`src/ingress_rules_defines.vh`:
```
// register offsets, field positions, reset values and constants of the ingress rule block
`ifndef INGRESS_RULES_DEFINES_VH
`define INGRESS_RULES_DEFINES_VH
`define GLOBAL_INGRESS_RULES_IDX   16'h1840
`define PER_PORT_INGRESS_RULES_IDX 16'h1841
`define GLOBAL_RESET       16'h0006
`define PER_PORT_RESET     6'h38
`define GB_VID_IGNORE      15
`define GB_USE_TAG         14
`define GB_MON_ECHO        13
`define GB_IGMP_MAP_HI     12
`define GB_IGMP_MAP_LO     10
`define GB_USE_IP          9
`define GB_IGMP_EN         7
`define GB_CNT_TEST        6
`define GB_DA_PRIO         5
`define GB_FILT_MCAST      4
`define GB_DROP_UNKNOWN    3
`define GB_USE_PREC        2
`define GB_VL_HIGHER       1
`define GB_VLAN_EN         0
`define PP_LEARN_LO        3
`define CNT_TEST_VALUE     32'h7FFF_FFFC
`define STP_FORWARD        2'h0
`define STP_LEARN          2'h2
`endif

```
`src/ingress_rules.v`:
```
// ingress rule registers and per-frame classification decision of a three-port switch
`timescale 1ns/1ps
`include "ingress_rules_defines.vh"
module ingress_rules (
	// clock and reset
	input  wire        clk,
	input  wire        rst_n,
	// register port
	input  wire        reg_wr,
	input  wire        reg_rd,
	input  wire [15:0] reg_addr,
	input  wire [31:0] reg_wdata,
	output reg  [31:0] reg_rdata,
	// diffserv table write port
	input  wire        ds_wr,
	input  wire [5:0]  ds_idx,
	input  wire [2:0]  ds_wdata,
	// other switch configuration
	input  wire [5:0]  port_spanning_state,
	input  wire [2:0]  admit_non_member_mask,
	input  wire [35:0] port_default_vlan_id,
	// frame header from the parser, sampled on frame_start
	input  wire        frame_start,
	input  wire [1:0]  rx_port,
	input  wire        tag_present,
	input  wire [11:0] tag_vid,
	input  wire [2:0]  tag_prio,
	input  wire        ip_valid,
	input  wire        ip_is_v4,
	input  wire [5:0]  ip_tos,
	input  wire        is_igmp,
	input  wire        da_mcast,
	input  wire        da_bcast,
	// address_table lookup and vlan table results
	input  wire        da_found,
	input  wire [2:0]  da_ports,
	input  wire        da_prio_en,
	input  wire [2:0]  da_prio,
	input  wire [2:0]  vlan_members,
	input  wire [2:0]  port_default_prio,
	// counter read hook
	input  wire        cnt_read,
	input  wire [31:0] cnt_value,
	output reg  [31:0] cnt_reload,
	// decision, valid one cycle after frame_start
	output reg         dec_valid,
	output reg  [11:0] dec_vid,
	output reg  [2:0]  dec_prio,
	output reg  [2:0]  dec_dest,
	output reg         dec_drop,
	output reg         dec_learn
);
	// configuration registers
	reg  [15:0] global_ingress_rules_r;
	reg  [5:0]  per_port_ingress_rules_r;
	// priority table, one entry per six-bit class value
	reg  [2:0]  diffserv_mem [0:63];
	// decoded global settings
	wire        vid_ignore;
	wire        use_tag;
	wire        mon_echo;
	wire [2:0]  igmp_map;
	wire        use_ip;
	wire        igmp_en;
	wire        cnt_test;
	wire        da_prio_on;
	wire        filt_mcast;
	wire        drop_unknown;
	wire        use_prec;
	wire        vl_higher;
	wire        vlan_en;
	// per port views
	wire [2:0]  learn_en;
	wire [2:0]  member_chk_en;
	wire [2:0]  learn_ok;
	wire [2:0]  rx_onehot;
	wire [11:0] dflt_vid;
	// frame classification
	wire        tag_usable;
	wire        ip_usable;
	wire        igmp_hit;
	wire        unknown_da;
	wire [2:0]  ip_prio;
	reg  [2:0]  prio_nxt;
	reg         mbr_on;
	reg         mbr_drop;
	reg         filt_drop;
	reg  [2:0]  dest_fwd;
	reg  [2:0]  dest_nxt;
	reg         drop_nxt;
	reg  [11:0] vid_nxt;
	reg         learn_nxt;
	reg  [31:0] rdata_nxt;
	reg  [31:0] reload_nxt;
	genvar      g;

	// global field decode
	assign vid_ignore   = global_ingress_rules_r[`GB_VID_IGNORE];
	assign use_tag      = global_ingress_rules_r[`GB_USE_TAG];
	assign mon_echo     = global_ingress_rules_r[`GB_MON_ECHO];
	assign igmp_map     = global_ingress_rules_r[`GB_IGMP_MAP_HI:`GB_IGMP_MAP_LO];
	assign use_ip       = global_ingress_rules_r[`GB_USE_IP];
	assign igmp_en      = global_ingress_rules_r[`GB_IGMP_EN];
	assign cnt_test     = global_ingress_rules_r[`GB_CNT_TEST];
	assign da_prio_on   = global_ingress_rules_r[`GB_DA_PRIO];
	assign filt_mcast   = global_ingress_rules_r[`GB_FILT_MCAST];
	assign drop_unknown = global_ingress_rules_r[`GB_DROP_UNKNOWN];
	assign use_prec     = global_ingress_rules_r[`GB_USE_PREC];
	assign vl_higher    = global_ingress_rules_r[`GB_VL_HIGHER];
	assign vlan_en      = global_ingress_rules_r[`GB_VLAN_EN];

	// one slice per port; bit n of each per-port field belongs to port n
	generate
		for (g = 0; g < 3; g = g + 1) begin : g_port
			assign learn_en[g]      = per_port_ingress_rules_r[`PP_LEARN_LO + g];
			assign member_chk_en[g] = per_port_ingress_rules_r[g];
			// port code 3 selects no port here, though dflt_vid takes the port 0 vid for it
			assign rx_onehot[g]     = (rx_port == g);
			assign learn_ok[g]      = learn_en[g] &&
				((port_spanning_state[2*g+1:2*g] == `STP_FORWARD) ||
				 (port_spanning_state[2*g+1:2*g] == `STP_LEARN));
		end
	endgenerate

	assign dflt_vid = (rx_port == 2'h2) ? port_default_vlan_id[35:24] :
		(rx_port == 2'h1) ? port_default_vlan_id[23:12] :
		port_default_vlan_id[11:0];

	assign tag_usable = use_tag && tag_present;
	assign ip_usable  = use_ip && ip_valid;
	assign igmp_hit   = igmp_en && is_igmp && ip_is_v4;
	assign unknown_da = !da_found;
	assign ip_prio    = (ip_is_v4 && use_prec) ? ip_tos[5:3] : diffserv_mem[ip_tos];

	// queue priority: table entry first, then tag or ip by bit 1, then port default
	always @* begin
		prio_nxt = port_default_prio;
		if (da_prio_on && da_found && da_prio_en) begin
			prio_nxt = da_prio;
		end else if (tag_usable && (vl_higher || !ip_usable)) begin
			prio_nxt = tag_prio;
		end else if (ip_usable) begin
			prio_nxt = ip_prio;
		end else begin
			prio_nxt = port_default_prio;
		end
	end

	// membership check applies only with the global vlan enable set
	always @* begin
		mbr_on   = vlan_en && |(member_chk_en & rx_onehot);
		mbr_drop = 1'b0;
		if (mbr_on) begin
			if (!(|(vlan_members & rx_onehot)) && !(|(admit_non_member_mask & rx_onehot))) begin
				mbr_drop = 1'b1;
			end
		end
	end

	// unknown destination filters; broadcasts never count as unknown multicast
	always @* begin
		filt_drop = 1'b0;
		if (unknown_da && da_mcast && !da_bcast && filt_mcast) begin
			filt_drop = 1'b1;
		end
		if (unknown_da && !da_mcast && !da_bcast && drop_unknown) begin
			filt_drop = 1'b1;
		end
	end

	// destination set; igmp monitoring overrides the filters above
	always @* begin
		dest_fwd = da_found ? da_ports : 3'h7;
		if (mbr_on && da_found) begin
			dest_fwd = dest_fwd & vlan_members;
		end
		dest_nxt = dest_fwd & ~rx_onehot;
		drop_nxt = mbr_drop || filt_drop;
		if (igmp_hit) begin
			dest_nxt = igmp_map;
			if (!mon_echo) begin
				dest_nxt = dest_nxt & ~rx_onehot;
			end
			drop_nxt = 1'b0;
		end
		// an empty port set is a drop, so dest and drop never disagree
		if (dest_nxt == 3'h0) begin
			drop_nxt = 1'b1;
		end
	end

	// untagged or priority-tagged frames take the port default vid
	always @* begin
		if (vid_ignore || !tag_present || (tag_vid == 12'h000)) begin
			vid_nxt = dflt_vid;
		end else begin
			vid_nxt = tag_vid;
		end
		learn_nxt = |(learn_ok & rx_onehot);
	end

	// register writes; the frame logic samples them only at frame_start
	always @(posedge clk) begin
		if (!rst_n) begin
			global_ingress_rules_r   <= `GLOBAL_RESET;
			per_port_ingress_rules_r <= `PER_PORT_RESET;
		end else if (reg_wr) begin
			if (reg_addr == `GLOBAL_INGRESS_RULES_IDX) begin
				global_ingress_rules_r <= reg_wdata[15:0];
			end
			if (reg_addr == `PER_PORT_INGRESS_RULES_IDX) begin
				per_port_ingress_rules_r <= reg_wdata[5:0];
			end
		end
	end

	// read mux; bits above each register's width and unmapped indices read as zero, global bit 8 reads back as written
	always @* begin
		case (reg_addr)
			`GLOBAL_INGRESS_RULES_IDX: begin
				rdata_nxt = {16'h0000, global_ingress_rules_r};
			end
			`PER_PORT_INGRESS_RULES_IDX: begin
				rdata_nxt = {26'h0000000, per_port_ingress_rules_r};
			end
			default: begin
				rdata_nxt = 32'h0000_0000;
			end
		endcase
	end

	// read data stands until the next read
	always @(posedge clk) begin
		if (!rst_n) begin
			reg_rdata <= 32'h0000_0000;
		end else if (reg_rd) begin
			reg_rdata <= rdata_nxt;
		end
	end

	// table not reset, software must fill it before enabling class lookup
	always @(posedge clk) begin
		if (ds_wr) begin
			diffserv_mem[ds_idx] <= ds_wdata;
		end
	end

	// clear-on-read counters reload with the test pattern in test mode
	always @* begin
		if (cnt_test) begin
			reload_nxt = `CNT_TEST_VALUE;
		end else begin
			reload_nxt = 32'h0000_0000;
		end
	end

	always @(posedge clk) begin
		if (!rst_n) begin
			cnt_reload <= 32'h0000_0000;
		end else if (cnt_read) begin
			cnt_reload <= reload_nxt;
		end
	end

	// decision registered from the settings in force at frame start
	always @(posedge clk) begin
		if (!rst_n) begin
			dec_valid <= 1'b0;
			dec_vid   <= 12'h000;
			dec_prio  <= 3'h0;
			dec_dest  <= 3'h0;
			dec_drop  <= 1'b0;
			dec_learn <= 1'b0;
		end else begin
			dec_valid <= frame_start;
			if (frame_start) begin
				dec_vid   <= vid_nxt;
				dec_prio  <= prio_nxt;
				dec_dest  <= drop_nxt ? 3'h0 : dest_nxt;
				dec_drop  <= drop_nxt;
				dec_learn <= learn_nxt;
			end
		end
	end
endmodule

```
`config.mk`:
```
export PLATFORM = sky130hd
export DESIGN_NAME = ingress_rules
export DESIGN_NICKNAME = d
export VERILOG_FILES = /design/src/ingress_rules.v
export VERILOG_INCLUDE_DIRS = /design/src
export SDC_FILE = /design/constraint.sdc
export NUM_CORES = 1
export LEC_CHECK = 0
export BUFFER_PORTS_ARGS = -buffer_cell sky130_fd_sc_hd__buf_4
export CAP_MARGIN = 20
export CORE_MARGIN = 1
export CORE_UTILIZATION = 30
export CTS_CLUSTER_SIZE = 20
export DETAILED_ROUTE_END_ITERATION = 12
export MAX_ROUTING_LAYER = met4
export PLACE_DENSITY = 0.5
export SLEW_MARGIN = 20
export SYNTH_ARGS = -nofsm -noshare
export SYNTH_HDL_FRONTEND = slang
export SYNTH_SLANG_ARGS = --single-unit
```
`constraint.sdc`:
```
create_clock -name clk -period 2.5 [get_ports clk]
set_input_delay 0.25 -clock clk [delete_from_list [all_inputs] [get_ports clk]]
set_output_delay 0.25 -clock clk [all_outputs]
set_load 0.01 [all_outputs]
```
==> results.tsv <==
stage	metric	value	unit
outcome	status	finished clean	
min_path	Hold Crit Class	input port to register	
synthesis	most instantiated library cell after synthesis	edfxtp_1	
power	leak pwr	5.19	nW
drt	vias per cell	4.93	
job	Max-cap violations	0	
placement	post-placement cell count	1505	
synthesis	Ys Warns	0	
timing	Worst Tran Pin Value	0.857	ns
clock_tree	CTS Buf Count	28	
timing	Max Slew Vio Count	0	
synthesis	Synth Flop Type	edfxtp_1	
setup_path	crit path max fanout	1	
power	sequential power share	47.9	%
power	Pint	7.41	mW
timing	Max-Slew Margin vs Limit	42.8	%
global_route	largest net degree at the start of global routing	65	
timing	# setup viols final	0	
setup_path	delay of the slowest cell on the worst path	0.47	ns
clock_tree	hold_buf cts	32	
finish	Finished Core Util	38.9	%
finish	FILL cells	3575	
global_route	Tot GR Track Use	16.5	%
floorplanning	Die Ht	197	um
setup_path	family with the most delay on the worst path	multiplexers	
floorplanning	Die ar.	0.0386	mm^2
power	combinational share of power	8.8	%
global_route	initial antenna violation count	0	
timing	fmax	479	MHz
clock_tree	Resized cells post-CTS	0	
power	clock share of power	43.4	%
clock_tree	Root Driver	clkbuf_16	
global_route	first-pass GRT wire length	47.0	mm
floorplanning	IO Pins	269	
global_route	total global routing overflow	0	
drt	Final ANT Viol Nets	0	
setup_path	RR Endpoint	dec_prio[1]	
floorplanning	Rows	70	
placement	Port Buffers	198	
drt	vias post-DR	7840	
clock_tree	H-tree Lvls	1	
power	switching power	2.15	mW
timing	fin crit share	83.6	%
synthesis	Yosys cell types	57	
setup_path	CP max stage cell	mux4_2	
synthesis	Synth area leaders	edfxtp_1 (51%), dfxtp_1 (11%), mux4_2 (6.1%)	
power	Switching Share	22.5	%
drt	drt wl/cell	20.0	um
setup_path	worst path arrival time	2.52	ns
synthesis	top cell type's share of synthesized area	50.8	%
floorplanning	Die X	197	um
setup_path	R2R setup slack	0.41	ns
timing	clk_skew	0.0248	ns
min_path	Hold Crit Endpoint	dec_prio[2]	
synthesis	post-synth top area cell	edfxtp_1	
clock_tree	postcts setup bufs	0	
finish	fin area	0.0144	mm^2
synthesis	synthesized area	0.0114	mm^2
setup_path	reg2reg path depth	6	
timing	setup TNS	0	ns
finish	share of cells above drive strength 1	28.1	%
timing	RSZ-0062 raised after global routing	false	
min_path	hold path cells	3	
placement	dpl hpwl	21.4	mm
clock_tree	Clock Latency Late Sink	0.57	ns
setup_path	Cell Chain, Critical Path	mux4_2 > mux2_2 > and3_1 > nor4_1 > buf_4 > o21bai_1	
finish	area grow syn2layout	26.8	%
timing	Final Hold Fails	0	
synthesis	Post-synth top cells	edfxtp_1 (192), nor2_1 (118), dfxtp_1 (60)	
setup_path	r2r startpoint	diffserv_mem[54][1]	
global_route	vias in the first global route	7461	
floorplanning	Initial Utilization	30.7	%
setup_path	WP buf/inv	1	
clock_tree	CTS tree	built	
synthesis	#FFs+latches synth	252	
synthesis	Syn Inst Count	863	
finish	n_diodes	0	
clock_tree	CTS max path bufs	3	
finish	fin cells	1589	
drt	DR pass1 iterations	4	
drt	Total Wirelength	31.8	mm
clock_tree	CTS Sinks	252	
power	Pwr Total	9.55	mW
drt	DRC viols	0	
synthesis	Post-synth EDFFs	192	
setup_path	CP Class	register to register	
drt	DRT iter0 DRCs	484	
floorplanning	core area	0.0370	mm^2
setup_path	critical path launch point type	register	
placement	Area after DPL	0.0132	mm^2
min_path	HP Start	da_prio[2]	
setup_path	Worst Setup End Kind	register	
synthesis	Async SR Flop Fraction	0	%
power	Cell Pwr Density	664	mW/mm^2
power	worst vdd ir	0.513	mV
placement	gpl congestion	0.835	
synthesis	Avg Cell Area, Syn	13.2	um^2
timing	fin crit period	2.09	ns
finish	final net count	1247	
clock_tree	Worst-path clk slew	0.06	ns
synthesis	sequential area share after synthesis	61.3	%
setup_path	critical path required time	2.93	ns
==> logic make-up after synthesis <==
logic type / after synthesis / synth area share [%]
compound gates: 118 / 7.61
buf+inv: 114 / 5.75
flops: 252 / 61.3
mux: 92 / 13.4
other cells: 1 / 0.0330
simple gates: 286 / 11.8
==> routing by layer <==
| layer | wire, um | track usage [%] | part of all wire, % | up-vias |
|---|---|---|---|---|
| li1 | - | - | - | 3630 |
| met1 | 14400 | 22.4 | 45 | 3854 |
| met2 | 14600 | 25.8 | 46 | 310 |
| met3 | 2170 | 3.17 | 6.8 | 46 |
| met4 | 625 | 3.44 | 2.0 | 0 |
| met5 | 0 | - | 0 | - |
==> layout make-up <==
cell class	count	area [um^2]	area share, %
clock buffers	32	716	4.97
clock inverters	20	208	1.44
flip-flops and latches	252	6970	48.4
repair buffers	256	2030	14.1
well taps	504	631	4.38
inverters	10	37.5	0.261
multi-input cells	515	3810	26.5
==> flip-flops by register name, indices dropped and copies added, names as in the netlist <==
name / cells
cnt_reload: 1
dec_vid: 12
dec_dest: 3
global_ingress_rules_r: 16
dec_valid: 1
dec_prio: 3
reg_rdata: 16
diffserv_mem: 192
dec_learn: 1
dec_drop: 1
per_port_ingress_rules_r: 6
==> worst max path at each step <==
stage	startpoint	end	slack [ns]	cells past startpoint
finish	diffserv_mem[54][1]	dec_prio[1]	0.41	6
detailed placement	ip_tos[0]	dec_prio[1]	0.02	8
global placement	ip_tos[0]	dec_prio[1]	0.1	8
floorplan	ip_tos[1]	dec_prio[0]	0.47	7
CTS	diffserv_mem[0][0]	dec_prio[0]	0.43	6
global route	diffserv_mem[0][0]	dec_prio[0]	0.34	6
==> worst min-delay path, stage by stage <==
cell and delay [ns]:
buf_4 0.09, a211oi_1 0.08, a31oi_1 0.13
==> per-stage QoR <==
step | setup slack, ns | hold slack, ns
2_1_floorplan | 0.469 | 0.349
3_3_place_gp | 0.0952 | 0.456
3_5_place_dp | 0.0226 | 0.460
4_1_cts | 0.429 | 0.0157
5_1_grt | 0.344 | 0.0474
6_report | 0.411 | 0.0513
==> power by group through the flow <==
stage                     combinational (mW)  sequential [mW]  clock, mW
after global routing                   0.904             4.57       4.41
final                                  0.839             4.57       4.14
after CTS                              0.845             4.57       4.25
after detailed placement               0.801             4.66          0
after global placement                 0.794             4.66          0
after floorplan                        0.400             4.67          0
==> layout by cell type (no fill, tap or decap), types with 5 or more instances in the layout <==
master,n
buf_4,222
edfxtp_1,192
nor2_1,118
dfxtp_1,60
nand2_1,48
mux2i_1,44
nand3_1,39
dlygate4sd3_1,32
mux4_2,31
clkbuf_16,28
a211oi_1,22
nor2b_1,21
a21oi_1,19
conb_1,19
nand2b_1,15
a311oi_1,13
mux4_1,13
a211o_1,12
o21ai_0,10
inv_1,8
clkinv_2,8
nor3_1,7
nand4_1,7
clkinv_1,7
a22oi_1,7
a31oi_1,6
nor4_1,5
Power figures use the tool's default switching activity.
